`src/common/tester_bus_pkg.sv`:
```
package tester_bus_pkg;

   // ======================================================
   // bus geometry
   localparam int BUS_W            = 24;
   localparam int ADDR_LSB         = 8;
   localparam int ADDR_W           = 6;
   localparam int HOST_TO_ACC_BIT  = 16;
   localparam int ACC_XFER_BIT     = 17;
   localparam int UNIT_LSB         = 0;
   localparam int UNIT_W           = 7;
   localparam logic [6:0] UNIT_CODE = 7'h50;

   // ======================================================
   // address codes (octal codes written in hex)
   localparam logic [5:0] ADDR_NOOP_ZERO = 6'h00;
   localparam logic [5:0] ADDR_NOOP_ONES = 6'h3f;
   localparam int STAGE_N   = 6;
   localparam int LEVEL_N   = 16;
   localparam int COUNTER_N = 4;
   // order: mode, status, instruction, memory pointer, station control
   localparam logic [4:0][5:0] STAGE_ADDR = {6'h05, 6'h04, 6'h03, 6'h02, 6'h01};
   localparam int CONTROL_CARD_IDX = 5;
   // level register enables, index 15 first
   localparam logic [15:0][5:0] LEVEL_ADDR = {
      6'h13, 6'h14, 6'h24, 6'h25, 6'h15, 6'h12, 6'h16, 6'h11,
      6'h1c, 6'h1d, 6'h23, 6'h22, 6'h1a, 6'h1b, 6'h1e, 6'h1f};
   // burst count, delay count, step match, step number
   localparam logic [3:0][5:0] COUNTER_ADDR = {6'h0d, 6'h0c, 6'h09, 6'h08};

   // ======================================================
   // direct-memory steering
   localparam int STEER_LSB     = 21;
   localparam int STEER_W       = 3;
   localparam int PIN_REG_N     = 6;
   localparam int FIFO_DEPTH    = 8;

   // ======================================================
   // reset values
   localparam logic [5:0]  ADDR_RST = 6'h00;
   localparam logic [23:0] WORD_RST = 24'h000000;

   // ======================================================
   // types
   typedef enum logic [1:0]
   {
      OP_NONE    = 2'h0,
      OP_SPECIAL = 2'h1,
      OP_WRITE   = 2'h2,
      OP_READ    = 2'h3
   } xfer_op_t;

   typedef enum logic [3:0]
   {
      PH_IDLE = 4'h1,
      PH_T5   = 4'h2,
      PH_T1   = 4'h4,
      PH_T2   = 4'h8
   } phase_t;

endpackage

```
`src/common/word_stream_if.sv`:
```
`timescale 1ns/1ps
`default_nettype none

interface word_stream_if #(parameter int WIDTH = 24);
   logic             valid;
   logic             ready;
   logic [WIDTH-1:0] data;

   modport source
   (
      output valid,
      output data,
      input  ready
   );

   modport sink
   (
      input  valid,
      input  data,
      output ready
   );
endinterface

`default_nettype wire

```
`src/verilog/word_fifo.sv`:
```
`timescale 1ns/1ps
`default_nettype none

module word_fifo #(
   parameter int WIDTH = 24,
   parameter int DEPTH = 8
)(
   input  wire logic          clock,
   input  wire logic          sys_rst,
   word_stream_if.sink        fill,
   word_stream_if.source      drain
);
   localparam int PW = $clog2(DEPTH);
   localparam int CW = $clog2(DEPTH + 1);

   typedef struct packed
   {
      logic [DEPTH-1:0][WIDTH-1:0] mem;
      logic [PW-1:0]               wr;
      logic [PW-1:0]               rd;
      logic [CW-1:0]               count;
   } fifo_state_t;

   fifo_state_t s_q;
   fifo_state_t s_d;
   logic        push;
   logic        pop;

   // ======================================================
   // handshakes
   assign fill.ready  = (s_q.count != CW'(DEPTH));
   assign drain.valid = (s_q.count != '0);
   assign drain.data  = s_q.mem[s_q.rd];
   assign push        = fill.valid && fill.ready;
   assign pop         = drain.valid && drain.ready;

   always_comb
   begin
      s_d = s_q;
      if (push)
      begin
         s_d.mem[s_q.wr] = fill.data;
         s_d.wr = (s_q.wr == PW'(DEPTH - 1)) ? '0 : s_q.wr + 1'b1;
      end
      if (pop)
      begin
         s_d.rd = (s_q.rd == PW'(DEPTH - 1)) ? '0 : s_q.rd + 1'b1;
      end
      // simultaneous push and pop keep the count
      if (push && !pop)
      begin
         s_d.count = s_q.count + 1'b1;
      end
      else if (pop && !push)
      begin
         s_d.count = s_q.count - 1'b1;
      end
   end

   always_ff @(posedge clock)
   begin
      if (sys_rst)
      begin
         s_q <= '0;
      end
      else
      begin
         s_q <= s_d;
      end
   end
endmodule

`default_nettype wire

```
`src/verilog/tester_register_bus_routing.sv`:
```
`timescale 1ns/1ps
`default_nettype none

module tester_register_bus_routing
(
   input  wire logic                    clock,
   input  wire logic                    sys_rst,
   input  wire logic [23:0]             host_bus_in,
   output logic      [23:0]             host_bus_out,
   output logic                         host_bus_oe,
   input  wire logic                    device_select,
   input  wire logic                    dma_write_strobe,
   output logic                         dma_ready,
   output logic      [23:0]             short_register_bus,
   output tester_bus_pkg::xfer_op_t     transfer_op,
   output logic      [5:0]              stage_enable,
   output logic      [15:0]             level_enable,
   output logic      [3:0]              counter_enable,
   input  wire logic [23:0]             short_read_data,
   output logic      [23:0]             long_register_bus,
   output logic                         long_valid,
   input  wire logic                    long_ready,
   output logic      [5:0]              per_pin_select,
   output logic                         special_select
);

   // ======================================================
   // state
   typedef struct packed
   {
      logic [23:0]              bus_s1;
      logic [23:0]              bus_s2;
      logic                     sel_s1;
      logic                     sel_s2;
      logic                     sel_prev;
      logic                     dma_s1;
      logic                     dma_s2;
      logic                     dma_prev;
      tester_bus_pkg::phase_t   phase;
      logic [5:0]               addr;
      tester_bus_pkg::xfer_op_t op;
      logic [5:0]               stage_en;
      logic [15:0]              level_en;
      logic [3:0]               counter_en;
      logic [23:0]              srb;
      logic [23:0]              rd_data;
      logic                     rd_oe;
      logic [23:0]              long_word;
      logic                     long_valid;
      logic [5:0]               pin_sel;
      logic                     special_sel;
   } state_t;

   localparam state_t STATE_RST = '{
      phase   : tester_bus_pkg::PH_IDLE,
      op      : tester_bus_pkg::OP_NONE,
      addr    : tester_bus_pkg::ADDR_RST,
      srb     : tester_bus_pkg::WORD_RST,
      default : '0
   };

   state_t s_q;
   state_t s_d;

   logic                     sel_rise;
   logic                     dma_rise;
   logic                     unit_ok;
   logic                     addr_noop;
   logic [5:0]               stage_hit;
   logic [15:0]              level_hit;
   logic [3:0]               counter_hit;
   logic                     claimed;
   logic [2:0]               steer;
   logic [4:0]               stage_raw;
   logic [15:0]              level_raw;
   logic [3:0]               counter_raw;
   logic [5:0]               steer_pins;
   logic                     steer_special;
   logic                     take_cmd;
   logic                     read_claim;
   logic [5:0]               cmd_addr;
   tester_bus_pkg::xfer_op_t cmd_op;

   // ======================================================
   // buffer stage and fifo carriers
   word_stream_if #(.WIDTH(tester_bus_pkg::BUS_W)) fill_if ();
   word_stream_if #(.WIDTH(tester_bus_pkg::BUS_W)) drain_if ();

   // instruction register path: holds dma words until the receiver takes them
   word_fifo #(
      .WIDTH (tester_bus_pkg::BUS_W),
      .DEPTH (tester_bus_pkg::FIFO_DEPTH)
   ) u_instr_fifo (
      .clock   (clock),
      .sys_rst (sys_rst),
      .fill    (fill_if.sink),
      .drain   (drain_if.source)
   );

   // ======================================================
   // edges and qualifiers
   // edges are taken on the second sync stage only
   assign sel_rise = s_q.sel_s2 && !s_q.sel_prev;
   assign dma_rise = s_q.dma_s2 && !s_q.dma_prev;

   assign unit_ok = (s_q.bus_s2[tester_bus_pkg::UNIT_LSB +: tester_bus_pkg::UNIT_W]
                     == tester_bus_pkg::UNIT_CODE);

   assign addr_noop = (s_q.addr == tester_bus_pkg::ADDR_NOOP_ZERO) ||
                      (s_q.addr == tester_bus_pkg::ADDR_NOOP_ONES);

   // the bus is synchronised bit by bit, so the host holds it steady around select
   // address field of the selected word
   assign cmd_addr = s_q.bus_s2[tester_bus_pkg::ADDR_LSB +: tester_bus_pkg::ADDR_W];
   assign cmd_op   = tester_bus_pkg::xfer_op_t'({s_q.bus_s2[tester_bus_pkg::ACC_XFER_BIT],
                                                 s_q.bus_s2[tester_bus_pkg::HOST_TO_ACC_BIT]});

   // select edges outside idle are dropped; the host must not overlap commands
   assign take_cmd = sel_rise && unit_ok && (s_q.phase == tester_bus_pkg::PH_IDLE);

   // ======================================================
   // address decode over the three groups: stages, levels, counters
   // address stage decode
   for (genvar i = 0; i < 5; i++)
   begin
      assign stage_raw[i] = (s_q.addr == tester_bus_pkg::STAGE_ADDR[i]);
   end

   for (genvar i = 0; i < tester_bus_pkg::LEVEL_N; i++)
   begin
      assign level_raw[i] = (s_q.addr == tester_bus_pkg::LEVEL_ADDR[i]);
   end

   for (genvar i = 0; i < tester_bus_pkg::COUNTER_N; i++)
   begin
      assign counter_raw[i] = (s_q.addr == tester_bus_pkg::COUNTER_ADDR[i]);
   end

   always_comb
   begin
      stage_hit   = '0;
      level_hit   = '0;
      counter_hit = '0;
      if (!addr_noop)
      begin
         // the control card is selected whenever one of its codes matches
         stage_hit[4:0] = stage_raw;
         stage_hit[tester_bus_pkg::CONTROL_CARD_IDX] = |level_raw;
         level_hit   = level_raw;
         counter_hit = counter_raw;
      end
   end

   assign claimed = (|stage_hit) || (|counter_hit);
   // a read of an unclaimed code leaves the host bus undriven
   assign read_claim = (s_q.op == tester_bus_pkg::OP_READ) && claimed;

   assign steer = drain_if.data[tester_bus_pkg::STEER_LSB +: tester_bus_pkg::STEER_W];

   // ======================================================
   // line receiver steering
   // codes past the last pin register all land on the special group
   always_comb
   begin
      steer_pins    = '0;
      steer_special = 1'b0;
      if (steer < 3'(tester_bus_pkg::PIN_REG_N))
      begin
         steer_pins[steer] = 1'b1;
      end
      else
      begin
         steer_special = 1'b1;
      end
   end

   // ======================================================
   // dma handshakes
   // second sync stage of the host bus straight into instruction fifo
   assign fill_if.valid  = dma_rise;
   assign fill_if.data   = s_q.bus_s2;
   // a strobe while the fifo is full is dropped; the host watches dma_ready
   assign dma_ready      = fill_if.ready;
   // line driver stalls the fifo while the receiver still holds a word
   assign drain_if.ready = !s_q.long_valid || long_ready;

   // ======================================================
   // next state
   always_comb
   begin
      s_d = s_q;

      // two-stage synchronisers for the pins
      s_d.bus_s1   = host_bus_in;
      s_d.bus_s2   = s_q.bus_s1;
      s_d.sel_s1   = device_select;
      s_d.sel_s2   = s_q.sel_s1;
      s_d.sel_prev = s_q.sel_s2;
      s_d.dma_s1   = dma_write_strobe;
      s_d.dma_s2   = s_q.dma_s1;
      s_d.dma_prev = s_q.dma_s2;

      // buffer stage mirrors the host bus
      s_d.srb = s_q.bus_s2;

      case (s_q.phase)
         tester_bus_pkg::PH_IDLE:
         begin
            // address stage always listens, no select code of its own
            // accept only on select with the unit code
            if (take_cmd)
            begin
               s_d.addr  = cmd_addr;
               s_d.op    = cmd_op;
               s_d.phase = tester_bus_pkg::PH_T5;
            end
         end

         tester_bus_pkg::PH_T5:
         begin
            // enables come only from the command sequence
            if (s_q.op != tester_bus_pkg::OP_NONE)
            begin
               s_d.stage_en   = stage_hit;
               s_d.level_en   = level_hit;
               s_d.counter_en = counter_hit;
            end
            // read drives the host bus only for a claimed register
            s_d.rd_oe   = read_claim;
            s_d.rd_data = short_read_data;
            s_d.phase   = tester_bus_pkg::PH_T1;
         end

         tester_bus_pkg::PH_T1:
         begin
            s_d.rd_data = short_read_data;
            s_d.phase   = tester_bus_pkg::PH_T2;
         end

         tester_bus_pkg::PH_T2:
         begin
            // clear address and enables, ready for next command
            s_d.addr       = tester_bus_pkg::ADDR_RST;
            s_d.op         = tester_bus_pkg::OP_NONE;
            s_d.stage_en   = '0;
            s_d.level_en   = '0;
            s_d.counter_en = '0;
            s_d.rd_oe      = 1'b0;
            s_d.phase      = tester_bus_pkg::PH_IDLE;
         end

         default:
         begin
            // an illegal phase drops the command rather than guess where it was
            s_d.addr       = tester_bus_pkg::ADDR_RST;
            s_d.op         = tester_bus_pkg::OP_NONE;
            s_d.stage_en   = '0;
            s_d.level_en   = '0;
            s_d.counter_en = '0;
            s_d.rd_oe      = 1'b0;
            s_d.phase      = tester_bus_pkg::PH_IDLE;
         end
      endcase

      // line receiver
      if (drain_if.valid && drain_if.ready)
      begin
         s_d.long_word   = drain_if.data;
         s_d.long_valid  = 1'b1;
         s_d.pin_sel     = steer_pins;
         s_d.special_sel = steer_special;
      end
      else if (long_ready)
      begin
         s_d.long_valid  = 1'b0;
         s_d.pin_sel     = '0;
         s_d.special_sel = 1'b0;
      end
   end

   // ======================================================
   // registers
   always_ff @(posedge clock)
   begin
      if (sys_rst)
      begin
         s_q <= STATE_RST;
      end
      else
      begin
         s_q <= s_d;
      end
   end

   // ======================================================
   // outputs
   // three separate buses: host, short register, long register
   assign short_register_bus = s_q.srb;
   assign long_register_bus  = s_q.long_word;
   assign long_valid         = s_q.long_valid;
   assign per_pin_select     = s_q.pin_sel;
   assign special_select     = s_q.special_sel;
   // mode and status see the host words through the address stage enables
   assign stage_enable       = s_q.stage_en;
   assign level_enable       = s_q.level_en;
   assign counter_enable     = s_q.counter_en;
   assign transfer_op        = s_q.op;
   // short_read_data from the last command of any op stays on host_bus_out; only host_bus_oe marks it valid
   assign host_bus_out       = s_q.rd_data;
   assign host_bus_oe        = s_q.rd_oe;

endmodule

`default_nettype wire

```
`config.mk`:
```
export PLATFORM = sky130hd
export DESIGN_NAME = tester_register_bus_routing
export DESIGN_NICKNAME = d
export VERILOG_FILES = /design/src/common/tester_bus_pkg.sv /design/src/common/word_stream_if.sv /design/src/verilog/word_fifo.sv /design/src/verilog/tester_register_bus_routing.sv
export SDC_FILE = /design/constraint.sdc
export NUM_CORES = 1
export LEC_CHECK = 0
export BUFFER_PORTS_ARGS = -buffer_cell sky130_fd_sc_hd__buf_2
export CAP_MARGIN = 20
export CELL_PAD_IN_SITES_DETAIL_PLACEMENT = 0
export CELL_PAD_IN_SITES_GLOBAL_PLACEMENT = 1
export CORE_MARGIN = 2
export CORE_UTILIZATION = 46
export CTS_BUF_LIST = sky130_fd_sc_hd__clkbuf_4 sky130_fd_sc_hd__clkbuf_8 sky130_fd_sc_hd__clkbuf_16
export CTS_CLUSTER_DIAMETER = 200
export CTS_CLUSTER_SIZE = 12
export DETAILED_ROUTE_END_ITERATION = 8
export GPL_ROUTABILITY_DRIVEN = 1
export PLACE_DENSITY_LB_ADDON = 0.1
export SLEW_MARGIN = 20
export SYNTH_ARGS = -nofsm -noshare
export SYNTH_HDL_FRONTEND = slang
export SYNTH_SLANG_ARGS = --single-unit
```
`constraint.sdc`:
```
create_clock -name clock -period 3 [get_ports clock]
set_clock_uncertainty 0.15 [all_clocks]
set_input_delay 0.6 -clock clock [delete_from_list [all_inputs] [get_ports clock]]
set_output_delay 0.6 -clock clock [all_outputs]
set_load 0.02 [all_outputs]
```
Word level (Yosys, flattened, before mapping)
Cells that the tools add are included.
Widths: inputs -> output; s select.
{"block": "word_totals", "elab_cells": 135, "register_bits": 375}
{"block": "op_classes", "n_reduce_logical": 31, "n_eq_ne": 36, "bitwise_logic": 2, "muxes": 24, "addsub": 4, "n_lt_le_gt_ge": 6}
{"op": "$bwmux 192", "n": 1}
{"op": "$bmux 24 s3", "n": 1}
{"op": "$demux 24 s3", "n": 1}
{"op": "$eq 6x5->1 const B", "n": 12}
{"op": "$pmux 26 s2", "n": 1}
{"op": "$mux 24", "n": 2}
{"op": "$eq 6x6->1 const B", "n": 5}
{"op": "$mux 26", "n": 1}
{"op": "$eq 6x4->1 const B", "n": 4}
{"op": "$mux 16", "n": 1}
{"op": "$mux 8", "n": 2}
{"op": "$pmux 8 s2", "n": 1}
{"op": "$reduce_or 16->1", "n": 1}
{"op": "$eq 6x2->1 const B", "n": 2}
{"op": "$eq 6x3->1 const B", "n": 2}
{"op": "$lt 3x4->1 const B", "n": 3}
{"op": "$mux 12", "n": 1}
{"op": "$mux 4", "n": 3}
{"op": "$mux 6", "n": 2}
{"op": "$pmux 4 s3", "n": 1}
{"op": "$logic_and 1x1->1", "n": 11}
{"op": "$eq 7x7->1 const B", "n": 1}
{"op": "$add 3x1->3 const B", "n": 2}
{"op": "$eq 3x3->1 const B", "n": 2}
{"op": "other kinds (25)", "n": 40}

Longest topological paths before layout
Gate-level depths: netlist of run 1.
{"block": "depth", "depth_word": 8, "ltp_mapped": 11}

Cells and area by module
From an unflattened synthesis of run 1, not the netlist that was laid out.
{"block": "hier_totals", "cells_unflattened": 1682, "hier_area_um2": 15382.3}
{"module": "word_fifo", "area_per_inst_um2": 8836.0, "n_inst": 1, "cells_each": 996}
{"module": "tester_register_bus_routing", "area_per_inst_um2": 6546.3, "n_inst": 1, "cells_each": 686}

Least setup slack after synthesis of run 1
No wires, ideal clock.
{"block": "synth_path", "kind": "input port to flip-flop", "from": "input long_ready", "to": "register u_instr_fifo.s_q[3] (netlist bit)", "t_arrival_ps": 2559, "setup_ps": 70, "stages": 11, "setup_slack_ps": 221, "path_cell_list": "inv_1 > a21oi_1 > clkinv_1 > ha_1 > inv_1 > ha_1 > a21o_1 > a21oi_1 > xnor2_1 > or3_1 > a21oi_1"}
{"block": "synth_between", "elab_chain_len": 5, "elab_cells_between_ends": 7}
{"element": "from (decl)", "line_no": "tester_register_bus_routing.sv:22", "source": "input wire logic long_ready,"}
{"element": "$logic_or 1x1->1 (*)", "line_no": "tester_register_bus_routing.sv:185", "source": "assign drain_if.ready = !s_q.long_valid || long_ready;"}
{"element": "$logic_and 1x1->1 (*)", "line_no": "word_fifo.sv:35", "source": "assign pop = drain.valid && drain.ready;"}
{"element": "$logic_not 1->1", "line_no": "word_fifo.sv:50", "source": "if (push && !pop)"}
{"element": "$logic_and 1x1->1", "line_no": "word_fifo.sv:50"}
{"element": "$mux 4 or $reduce_bool 2->1 (tied branches)"}
{"element": "to (signal assigned)", "line_no": "word_fifo.sv:64", "source": "s_q <= '0;"}
{"element": "to (signal assigned)", "line_no": "word_fifo.sv:68", "source": "s_q <= s_d;"}
{"element": "to (decl)", "line_no": "word_fifo.sv:24", "source": "fifo_state_t s_q;"}
Every way passes the cells marked *; elsewhere a longest branch is shown, timed or not.
A chain may end at the register's enable or synchronous reset.

Final worst setup path of run 1
{"block": "layout_path", "from": "register u_instr_fifo.s_q[0] (netlist bit)", "to": "register u_instr_fifo.s_q[3] (netlist bit)"}
{"block": "layout_between", "elab_chain_len": 5, "elab_cells_between_ends": 13}
{"element": "$ne 4x4->1 (*)", "line_no": "word_fifo.sv:31", "source": "assign fill.ready = (s_q.count != CW'(DEPTH));"}
{"element": "$logic_and 1x1->1 (*)", "line_no": "word_fifo.sv:34", "source": "assign push = fill.valid && fill.ready;"}
{"element": "net u_instr_fifo.push", "line_no": "word_fifo.sv:26", "source": "logic push;"}
{"element": "$logic_not 1->1", "line_no": "word_fifo.sv:54", "source": "else if (pop && !push)"}
{"element": "$logic_and 1x1->1", "line_no": "word_fifo.sv:54"}
{"element": "$reduce_bool 2->1 (no line)"}
The timed path passes the listed nets; every way through them passes the cells marked *. The select of a mux whose other input is x is not followed.

==> flow_summary_export.csv, run 1 <==
group,metric,value,unit
status,status,"completed",
global_routing,grt_pass1_wl,54.3,mm
finish,nets,1572,
synthesis,synth-edff-count,0,
floorplan,start_util,0.466,
finish,fillCellCount,3107,
sta,timing.final.ws_setup,0.150,ns
setup_path,start_kind,"register",
synthesis,synth_mux_area_frac,0.0891,
floorplan,die-area,34400,um^2
synthesis,yosysMostFrequentCell,"dfxtp_1",
detailed_routing,vias,10428,
sta,tns,0,ns
synthesis,synth_ff_type,"dfxtp_1",
setup_path,cp.arrival,3.14,ns
synthesis,synth_cell_types,56,
placed_design,dp_hpwl,20.6,mm
sta,slew_viol_final,0,
synthesis,synthSimpleGateAreaFrac,0.189,
floorplan,die_w,186,um
power,powerDensity,699,nW/um^2
sta,rsz0062_at_grt,"no",
power,peakVddDrop,387,uV
sta,tightest_slew,0.916,ns
min_path,hp-class,"input port to register",
cts,root_buffer,"clkbuf_16",
power,power_frac_comb,0.172,
detailed_routing,drc,0,
synthesis,yosys.area_share.xor_xnor,0.00404,
sta,period_needed,2.85,ns
synthesis,synth-compound-area-share,0.114,
floorplan,pin_count,163,
setup_path,critPathRequiredTime,3.29,ns
global_routing,grt.overflow.total,0,
setup_path,worstSetupEndpointType,"register",
floorplan,die_y,186,um
global_routing,grt_usage,0.198,
synthesis,yosys_warnings,0,
synthesis,synth-seq-cells,375,
global_routing,grt_pass1_vias,9787,
detailed_routing,routed_via_density,5.33,
synthesis,async_flop_share,0,
detailed_routing,post_drt_wl_per_cell,17.2,um
synthesis,syn-num-nets,1552,
finish,multi_input_area,6130,um^2
setup_path,cp_max_fo,9,
detailed_routing,ant_nets,0,
power,p_switching,3.21,mW
sta,clock.fmax,351,MHz
cts,cts_setup_buffers,0,
finish,drive_above_1_share,0.202,
power,swShare,0.278,
sta,slew_headroom,0.388,
synthesis,synthAdderAreaFrac,0.00710,
global_routing,antenna_found_initial,0,
cts,cts.clk_slew.worst_paths,0.06,ns
finish,diodes,0,
synthesis,synthCells,1491,
detailed_routing,drt_iter0_drc,726,
floorplan,core,32500,um^2
synthesis,synthesis.area,15200,um^2
synthesis,avgSynthCellArea,10.2,um^2
cts,cts_hold_buf,0,
cts,clock-sinks,375,
floorplan,fp-row-count,66,
placed_design,pre_cts_ws,0.186,ns
placed_design,place.gp.congestion,0.738,
finish,regArea,7510,um^2
sta,timing.hold.ws,0.140,ns
global_routing,grt_start_max_net_pins,101,
cts,cts_tree,"done",
cts,cts.path.max_buffers,3,
power,p_int,8.31,mW
sta,min_period_over_period,0.950,
power,leakage,6.26,nW
sta,finalHoldViolCount,0,
finish,area_delta_synth_final,8.61,%
setup_path,critPathKind,"register to register",
cts,numCtsBuffers,37,
synthesis,yosysTopAreaCell,"dfxtp_1",
synthesis,synthTopCellsByArea,"dfxtp_1, nand3b_1, mux4_2, buf_4, o21ai_0",
synthesis,synth_top_family_by_area,"simple AND/OR/NAND/NOR gates",
detailed_routing,wl,33.7,mm
cts,clk_latency,0.51,ns
cts,cts-resized-gates,0,
flow_run,drv_cap,0,
synthesis,synth_commonest_cells,"dfxtp_1, nand3b_1, o21ai_0",
detailed_routing,dr.pass1.iters,5,
power,clockPowerShare,0.356,
power,p_seq_frac,0.473,
placed_design,port_buffers,162,
sta,setup_viol,0,
synthesis,synth_top_area_frac,0.495,
synthesis,synth-seq-area-share,0.495,
cts,cts_max_level,2,
stage by stage:
| step | utilization | power (mW) | cells | cell area (um^2) |
|---|---|---|---|---|
| global route | 0.506 | 12.1 | 1955 | 16500 |
| finish | 0.506 | 11.5 | 1955 | 16500 |
| CTS | 0.506 | 11.7 | 1955 | 16500 |
| floorplan | - | 7.09 | 1491 | 15200 |
| detailed placement | 0.476 | 7.56 | 1914 | 15500 |
| global placement | 0.476 | 7.55 | 1914 | 15500 |
cell families after synthesis:
| logic type | count (synthesis) |
|---|---|
| simple gates | 462 |
| mux | 75 |
| flops | 375 |
| compound gates | 307 |
| fa+ha+maj | 8 |
| xor+xnor | 7 |
| buf+inv | 257 |
path summary, 6_finish.rpt:
path | from | to | slack, ns | cells past startpoint
hold / removal | host_bus_in[0] | s_d[125] | 0.14 | 2
setup reg to reg | u_instr_fifo.s_q[0] | u_instr_fifo.s_q[3] | 0.15 | 11
hold reg to reg | s_d[131] | fill_if.data[6] | 0.28 | 1
setup / recovery | u_instr_fifo.s_q[0] | u_instr_fifo.s_q[3] | 0.15 | 11
critical path: stages (launching register included):
cell and delay [ns]:
dfxtp_1 0.36, or4b_4 0.58, nand3b_4 0.13, inv_2 0.09, ha_1 0.21, inv_1 0.14, ha_1 0.25, a21o_1 0.17
a21oi_1 0.17, xnor2_1 0.09, or3_1 0.30, a21oi_1 0.13
flip-flops by register name, indices dropped and copies added, names as in the netlist:
| signal | count |
|---|---|
| stage_enable | 6 |
| s_q | 12 |
| transfer_op | 2 |
| s_d | 28 |
| counter_enable | 4 |
| host_bus_out | 24 |
| long_valid | 1 |
| level_enable | 16 |
| short_register_bus | 24 |
| host_bus_oe | 1 |
| per_pin_select | 6 |
| fill_if.data | 24 |
| special_select | 1 |
| u_instr_fifo.s_q | 202 |
| long_register_bus | 24 |
layer usage:
layer | part of all wire | track usage
met1 | 0.51 | 0.292
met2 | 0.42 | 0.305
met3 | 0.054 | 0.0303
met4 | 0.015 | 0.0441
met5 | 0 | 0
cell usage in the layout, fill, tap and decap left out, drive strengths merged, types with 2 or more instances in the layout:
cell type and count:
a211oi 23, a21o 2, a21oi 45, a22oi 15, a32o 5, a32oi 7
and3 4, buf 202, clkbuf 40, dfxtp 375, ha 7, inv 36
mux2i 28, mux4 47, nand2 65, nand2b 31, nand3 11, nand3b 196
nand4 5, nand4b 4, nor2 68, nor2b 56, nor3 9, nor4b 2
o21ai 199, o22ai 2, o31ai 7, or3 2, or4b 4, xnor2 3
xor2 4
cell type report:
class / instances / share of cell area
clock inverters: 2 / 0.00122
well taps: 442 / 0.0336
repair buffers: 203 / 0.0700
flip-flops and latches: 375 / 0.456
multi-input cells: 859 / 0.372
inverters: 35 / 0.00798
clock buffers: 39 / 0.0593
power by group through the flow:
stage	Sequential, mW	Clock [mW]	Combinational [mW]
final	5.44	4.10	1.98
after global routing	5.48	4.46	2.15
after CTS	5.45	4.25	2.01
after detailed placement	5.56	0	2.01
after global placement	5.55	0	2.00
after floorplan	5.44	0	1.65
(Power assumes the default switching activity.)
==> run 2, diff against run 1 <==
--- a/config.mk
+++ b/config.mk
@@ -9,6 +9,7 @@
 export CAP_MARGIN = 20
 export CELL_PAD_IN_SITES_DETAIL_PLACEMENT = 0
 export CELL_PAD_IN_SITES_GLOBAL_PLACEMENT = 1
+export CORE_ASPECT_RATIO = 1.25
 export CORE_MARGIN = 2
 export CORE_UTILIZATION = 46
 export CTS_BUF_LIST = sky130_fd_sc_hd__clkbuf_4 sky130_fd_sc_hd__clkbuf_8 sky130_fd_sc_hd__clkbuf_16
==> run 2 against run 1 <==
Die area is essentially flat. Via count fell by 0.79%. Sequential power increased by 0.9%. Critical endpoint unchanged.
==> flow_summary_export.csv, run 2 (synthesized netlist as in run 1, its figures left out) <==
group,metric,value,unit
status,status,"completed",
cts,clock-sinks,375,
floorplan,die-area,34400,um^2
finish,largest_reg_flops,202,
setup_path,reg2reg_depth,11,
floorplan,start_util,0.465,
setup_path,crit_start,"u_instr_fifo.s_q[1]",
finish,layout_common_cells,"dfxtp_1, nand3b_1, o21ai_0, buf_2, nor2_1",
finish,nets,1566,
sta,min_period_over_period,0.939,
sta,slew_viol_final,0,
global_routing,antenna_found_initial,0,
setup_path,r2r-start,"u_instr_fifo.s_q[1]",
cts,cts.clk_slew.worst_paths,0.06,ns
setup_path,start_kind,"register",
sta,clock.fmax,355,MHz
power,leakage,6.26,nW
floorplan,die_y,207,um
finish,top_register,"u_instr_fifo.s_q",
sta,timing.hold.ws,0.133,ns
global_routing,grt_pass1_vias,9742,
detailed_routing,ant_nets,0,
sta,tns,0,ns
setup_path,critPathKind,"register to register",
global_routing,grt.overflow.total,0,
finish,final_core_util,0.505,
sta,setup_viol,0,
cts,cts_hold_buf,0,
detailed_routing,drc,0,
global_routing,grt_usage,0.196,
placed_design,dp_hpwl,20.7,mm
finish,layout_commonest_cell,"dfxtp_1",
cts,numCtsBuffers,37,
detailed_routing,wl,33.9,mm
cts,clk_latency,0.53,ns
floorplan,die_w,166,um
min_path,min_from,"host_bus_in[18]",
detailed_routing,post_drt_wl_per_cell,17.6,um
setup_path,worstSetupEndpointType,"register",
placed_design,port_buffers,162,
finish,area_delta_synth_final,8.61,%
placed_design,place.gp.congestion,0.737,
power,peakVddDrop,514,uV
detailed_routing,drt_iter0_drc,674,
setup_path,cp.arrival,3.13,ns
cts,root_buffer,"clkbuf_16",
global_routing,grt_pass1_wl,54.5,mm
power,powerDensity,698,nW/um^2
flow_run,drv_cap,0,
setup_path,cp_max_fo,9,
global_routing,grt_start_max_net_pins,90,
finish,diodes,0,
sta,tightest_slew,0.886,ns
sta,rsz0062_at_grt,"no",
sta,period_needed,2.82,ns
sta,finalHoldViolCount,0,
min_path,min_delay_path_depth,2,
finish,fillCellCount,3061,
floorplan,fp-row-count,74,
detailed_routing,vias,10346,
setup_path,critPathRequiredTime,3.31,ns
cts,cts_max_level,2,
floorplan,core,32600,um^2
floorplan,pin_count,163,
cts,cts.path.max_buffers,3,
detailed_routing,dr.pass1.iters,7,
sta,slew_headroom,0.408,
detailed_routing,routed_via_density,5.37,
finish,drive_above_1_share,0.200,
min_path,hp-class,"input port to register",
cts,cts_tree,"done",
==> run 2: cell type report <==
cell class / instances / area, um^2 / share of cell area
Tap cell: 418 / 523 / 0.0318
Clock inverter: 2 / 20.0 / 0.00122
Multi-Input combinational cell: 859 / 6130 / 0.372
Timing Repair Buffer: 197 / 1170 / 0.0711
Clock buffer: 40 / 983 / 0.0597
Sequential cell: 375 / 7510 / 0.456
Inverter: 35 / 131 / 0.00798
==> run 2: routing by layer <==
metal / global-route usage / share of wire
met5: 0 / 0
met4: 0.0508 / 0.016
met2: 0.309 / 0.44
met3: 0.0318 / 0.047
met1: 0.280 / 0.49
==> run 2: worst paths after layout <==
kind,slack [ns],endpoint
max,0.18,u_instr_fifo.s_q[3]
min,0.13,s_d[143]
max reg2reg,0.18,u_instr_fifo.s_q[3]
min reg2reg,0.28,fill_if.data[23]
==> run 2: where the power goes <==
part | total [mW] | leakage (nW) | internal [mW] | switching, mW
registers | 5.49 | 3.04 | 5.23 | 0.259
clock network | 4.11 | 0.496 | 2.31 | 1.80
logic | 1.89 | 2.73 | 0.782 | 1.11
total | 11.5 | 6.26 | 8.32 | 3.17
==> run 2: repair_timing <==
| action | CTS | global route |
|---|---|---|
| resized for setup | 0 | 1 |
| buffers inserted | 0 | 0 |
| setup endpoints to repair | 0 | 1 |
==> run 2: per-stage QoR <==
stage / instance area [um^2] / power [mW] / setup WS, ns / cells
after CTS: 16500 / 11.7 / 0.153 / 1926
after global placement: 15500 / 7.51 / 0.227 / 1884
final: 16500 / 11.5 / 0.183 / 1926
after detailed placement: 15500 / 7.53 / 0.193 / 1884
after floorplan: 15200 / 7.09 / 0.221 / 1491
after global routing: 16500 / 12.1 / 0.0274 / 1926
==> run 2: critical path, stage by stage, from the launching register on <==
cell and delay (ns):
dfxtp_1 0.36, or4b_4 0.56, nand3b_4 0.13, inv_2 0.10
ha_1 0.21, inv_1 0.12, ha_1 0.24, a21o_1 0.17
a21oi_1 0.16, xnor2_1 0.09, or3_1 0.31, a21oi_1 0.15
==> run 3, diff against run 2 <==
--- a/config.mk
+++ b/config.mk
@@ -11,12 +11,13 @@
 export CELL_PAD_IN_SITES_GLOBAL_PLACEMENT = 1
 export CORE_ASPECT_RATIO = 1.25
 export CORE_MARGIN = 2
-export CORE_UTILIZATION = 46
+export CORE_UTILIZATION = 49
 export CTS_BUF_LIST = sky130_fd_sc_hd__clkbuf_4 sky130_fd_sc_hd__clkbuf_8 sky130_fd_sc_hd__clkbuf_16
 export CTS_CLUSTER_DIAMETER = 200
 export CTS_CLUSTER_SIZE = 12
 export DETAILED_ROUTE_END_ITERATION = 8
 export GPL_ROUTABILITY_DRIVEN = 1
+export GPL_TIMING_DRIVEN = 0
 export PLACE_DENSITY_LB_ADDON = 0.1
 export SLEW_MARGIN = 20
 export SYNTH_ARGS = -nofsm -noshare
==> constraint.sdc (replaced) <==
create_clock -name clock -period 3.3 [get_ports clock]
set_clock_uncertainty 0.15 [all_clocks]
set_input_delay 0.66 -clock clock [delete_from_list [all_inputs] [get_ports clock]]
set_output_delay 0.66 -clock clock [all_outputs]
set_load 0.02 [all_outputs]
==> run 3 against run 2 <==
Routed wire length increased by 16%. First-iteration DRC count is 14% higher. Sequential share of layout area fell by 2.6 points. Register-to-register slack improved by 0.18 ns. Critical path depth stayed put. Flip-flop and latch count did not move. Sequential power is 11% lower. Combinational power up 9.5%. Clock power down 9.7%. Count of clock-buffer cells in the layout shrank 3. Critical path type unchanged. Largest power group unchanged.
==> flow_summary_export.csv, run 3 (synthesized netlist as in run 1, its figures left out) <==
group,metric,value,unit
sta,min_period_over_period,0.891,
cts,cts.clk_slew.worst_paths,0.06,ns
placed_design,dp_hpwl,28.7,mm
detailed_routing,dr.pass1.iters,5,
global_routing,antenna_found_initial,0,
detailed_routing,drt_iter0_drc,769,
sta,period_needed,2.94,ns
cts,numCtsBuffers,37,
detailed_routing,post_drt_wl_per_cell,18.7,um
status,status,"completed",
global_routing,grt_start_max_net_pins,13,
setup_path,cp_max_fo,9,
setup_path,r2r_slack,0.36,ns
detailed_routing,routed_via_density,5.34,
setup_path,cp.arrival,3.24,ns
power,peakVddDrop,322,uV
power,powerDensity,610,nW/um^2
sta,rsz0062_at_grt,"no",
cts,clock-sinks,375,
sta,finalHoldViolCount,0,
setup_path,max_stage_delay,0.60,ns
detailed_routing,ant_nets,0,
finish,top_register,"u_instr_fifo.s_q",
placed_design,dp_cells,2059,
setup_path,critPathRequiredTime,3.60,ns
setup_path,critical_path_buf_inv_count,2,
floorplan,core,30700,um^2
placed_design,port_buffers,161,
cts,root_buffer,"clkbuf_16",
power,clockPowerShare,0.348,
power,power_frac_comb,0.194,
setup_path,crit_slowest_cell,"or4b_4",
power,p_switching,3.04,mW
sta,clock.fmax,340,MHz
setup_path,worstSetupEndpointType,"register",
setup_path,cp_cell_sequence,"or4b_4, nand3b_4, inv_2, ha_1, inv_1, ha_1, a21o_1, a21oi_1, xnor2_1, or3_1, a21oi_1",
power,p_seq_frac,0.458,
finish,layout_common_cells,"dfxtp_1, nand3b_1, o21ai_0, buf_2, buf_4",
global_routing,grt_pass1_wl,61.6,mm
setup_path,critical-path-top-delay-family,"simple AND/OR/NAND/NOR gates",
global_routing,grt.overflow.total,0,
detailed_routing,vias,11222,
detailed_routing,drc,0,
cts,cts_max_level,2,
global_routing,grt_usage,0.243,
finish,nets,1752,
finish,layout_commonest_cell,"dfxtp_1",
detailed_routing,wl,39.3,mm
finish,fin_cells,2100,
placed_design,place.gp.congestion,0.871,
floorplan,die_y,201,um
floorplan,die_w,161,um
sta,setup_viol,0,
finish,largest_reg_flops,202,
floorplan,start_util,0.494,
finish,diodes,0,
finish,area_delta_synth_final,15.1,%
sta,tns,0,ns
power,total_power,10.6,mW
cts,cts_tree,"done",
cts,cts.path.max_buffers,3,
setup_path,critPathKind,"register to register",
finish,drive_above_1_share,0.242,
flow_run,drv_cap,0,
floorplan,fp-row-count,72,
power,leakage,6.90,nW
sta,slew_viol_final,0,
sta,tightest_slew,1.00,ns
floorplan,die-area,32400,um^2
min_path,hp-class,"input port to register",
cts,clk_latency,0.54,ns
power,swShare,0.285,
floorplan,pin_count,163,
power,p_int,7.61,mW
global_routing,grt_pass1_vias,11136,
cts,cts_hold_buf,0,
finish,fillCellCount,2799,
setup_path,start_kind,"register",
sta,slew_headroom,0.324,
-- run 3: repair_timing --
item                                    CTS  global route
setup buffers                             0             0
endpoints found under the hold margin     0             0
resized for setup                         0             1
endpoints found under the setup margin    0             1
-- run 3: layout make-up --
class	count	area [um^2]	area share
Multi-Input combinational cell	859	6110	0.350
Buffer	222	1410	0.0808
Timing Repair Buffer	161	806	0.0462
Clock inverter	4	52.6	0.00301
Clock buffer	37	926	0.0530
Tap cell	407	509	0.0292
Inverter	35	131	0.00753
Sequential cell	375	7510	0.430
-- run 3: path summary, 6_finish.rpt --
kind                                     startpoint             endpoint  depth (start not counted)
worst max-delay path            u_instr_fifo.s_q[0]  u_instr_fifo.s_q[3]                         11
worst min-delay path                host_bus_in[18]             s_d[143]                          2
worst max register to register  u_instr_fifo.s_q[0]  u_instr_fifo.s_q[3]                         11
worst min register to register             s_d[148]     fill_if.data[23]                          1
-- run 3: power by group through the flow --
| stage | logic, mW | clock network, mW | registers (mW) |
|---|---|---|---|
| 2_1_floorplan | 1.50 | 0 | 4.94 |
| 3_3_place_gp | 2.07 | 0 | 4.96 |
| 3_5_place_dp | 2.09 | 0 | 4.98 |
| 4_1_cts | 2.09 | 3.79 | 4.88 |
| 5_1_grt | 2.24 | 3.95 | 4.90 |
| 6_report | 2.07 | 3.71 | 4.88 |
-- run 3: per-stage QoR --
step / utilization / setup WS [ns] / hold slack [ns] / cell area, um^2
6_report: 0.568 / 0.360 / 0.177 / 17500
5_1_grt: 0.568 / 0.218 / 0.168 / 17500
4_1_cts: 0.568 / 0.218 / 0.157 / 17500
3_5_place_dp: 0.536 / -0.0540 / 0.270 / 16500
3_3_place_gp: 0.536 / -0.00323 / 0.266 / 16500
2_1_floorplan: - / 0.461 / 0.264 / 15200
-- run 3: worst reg2reg max path, stage by stage (launching register included) --
cell and delay (ns):
dfxtp_1 0.37, or4b_4 0.60, nand3b_4 0.17, inv_2 0.13, ha_1 0.22, inv_1 0.11, ha_1 0.24, a21o_1 0.18
a21oi_1 0.17, xnor2_1 0.09, or3_1 0.31, a21oi_1 0.13
-- run 3: per-layer routing --
| layer | vias to the layer above | track usage | share of wire |
|---|---|---|---|
| li1 | 5482 | - | - |
| met1 | 5323 | 0.298 | 0.42 |
| met2 | 335 | 0.429 | 0.50 |
| met3 | 82 | 0.0380 | 0.051 |
| met4 | 0 | 0.0915 | 0.036 |
| met5 | - | 0 | 0 |
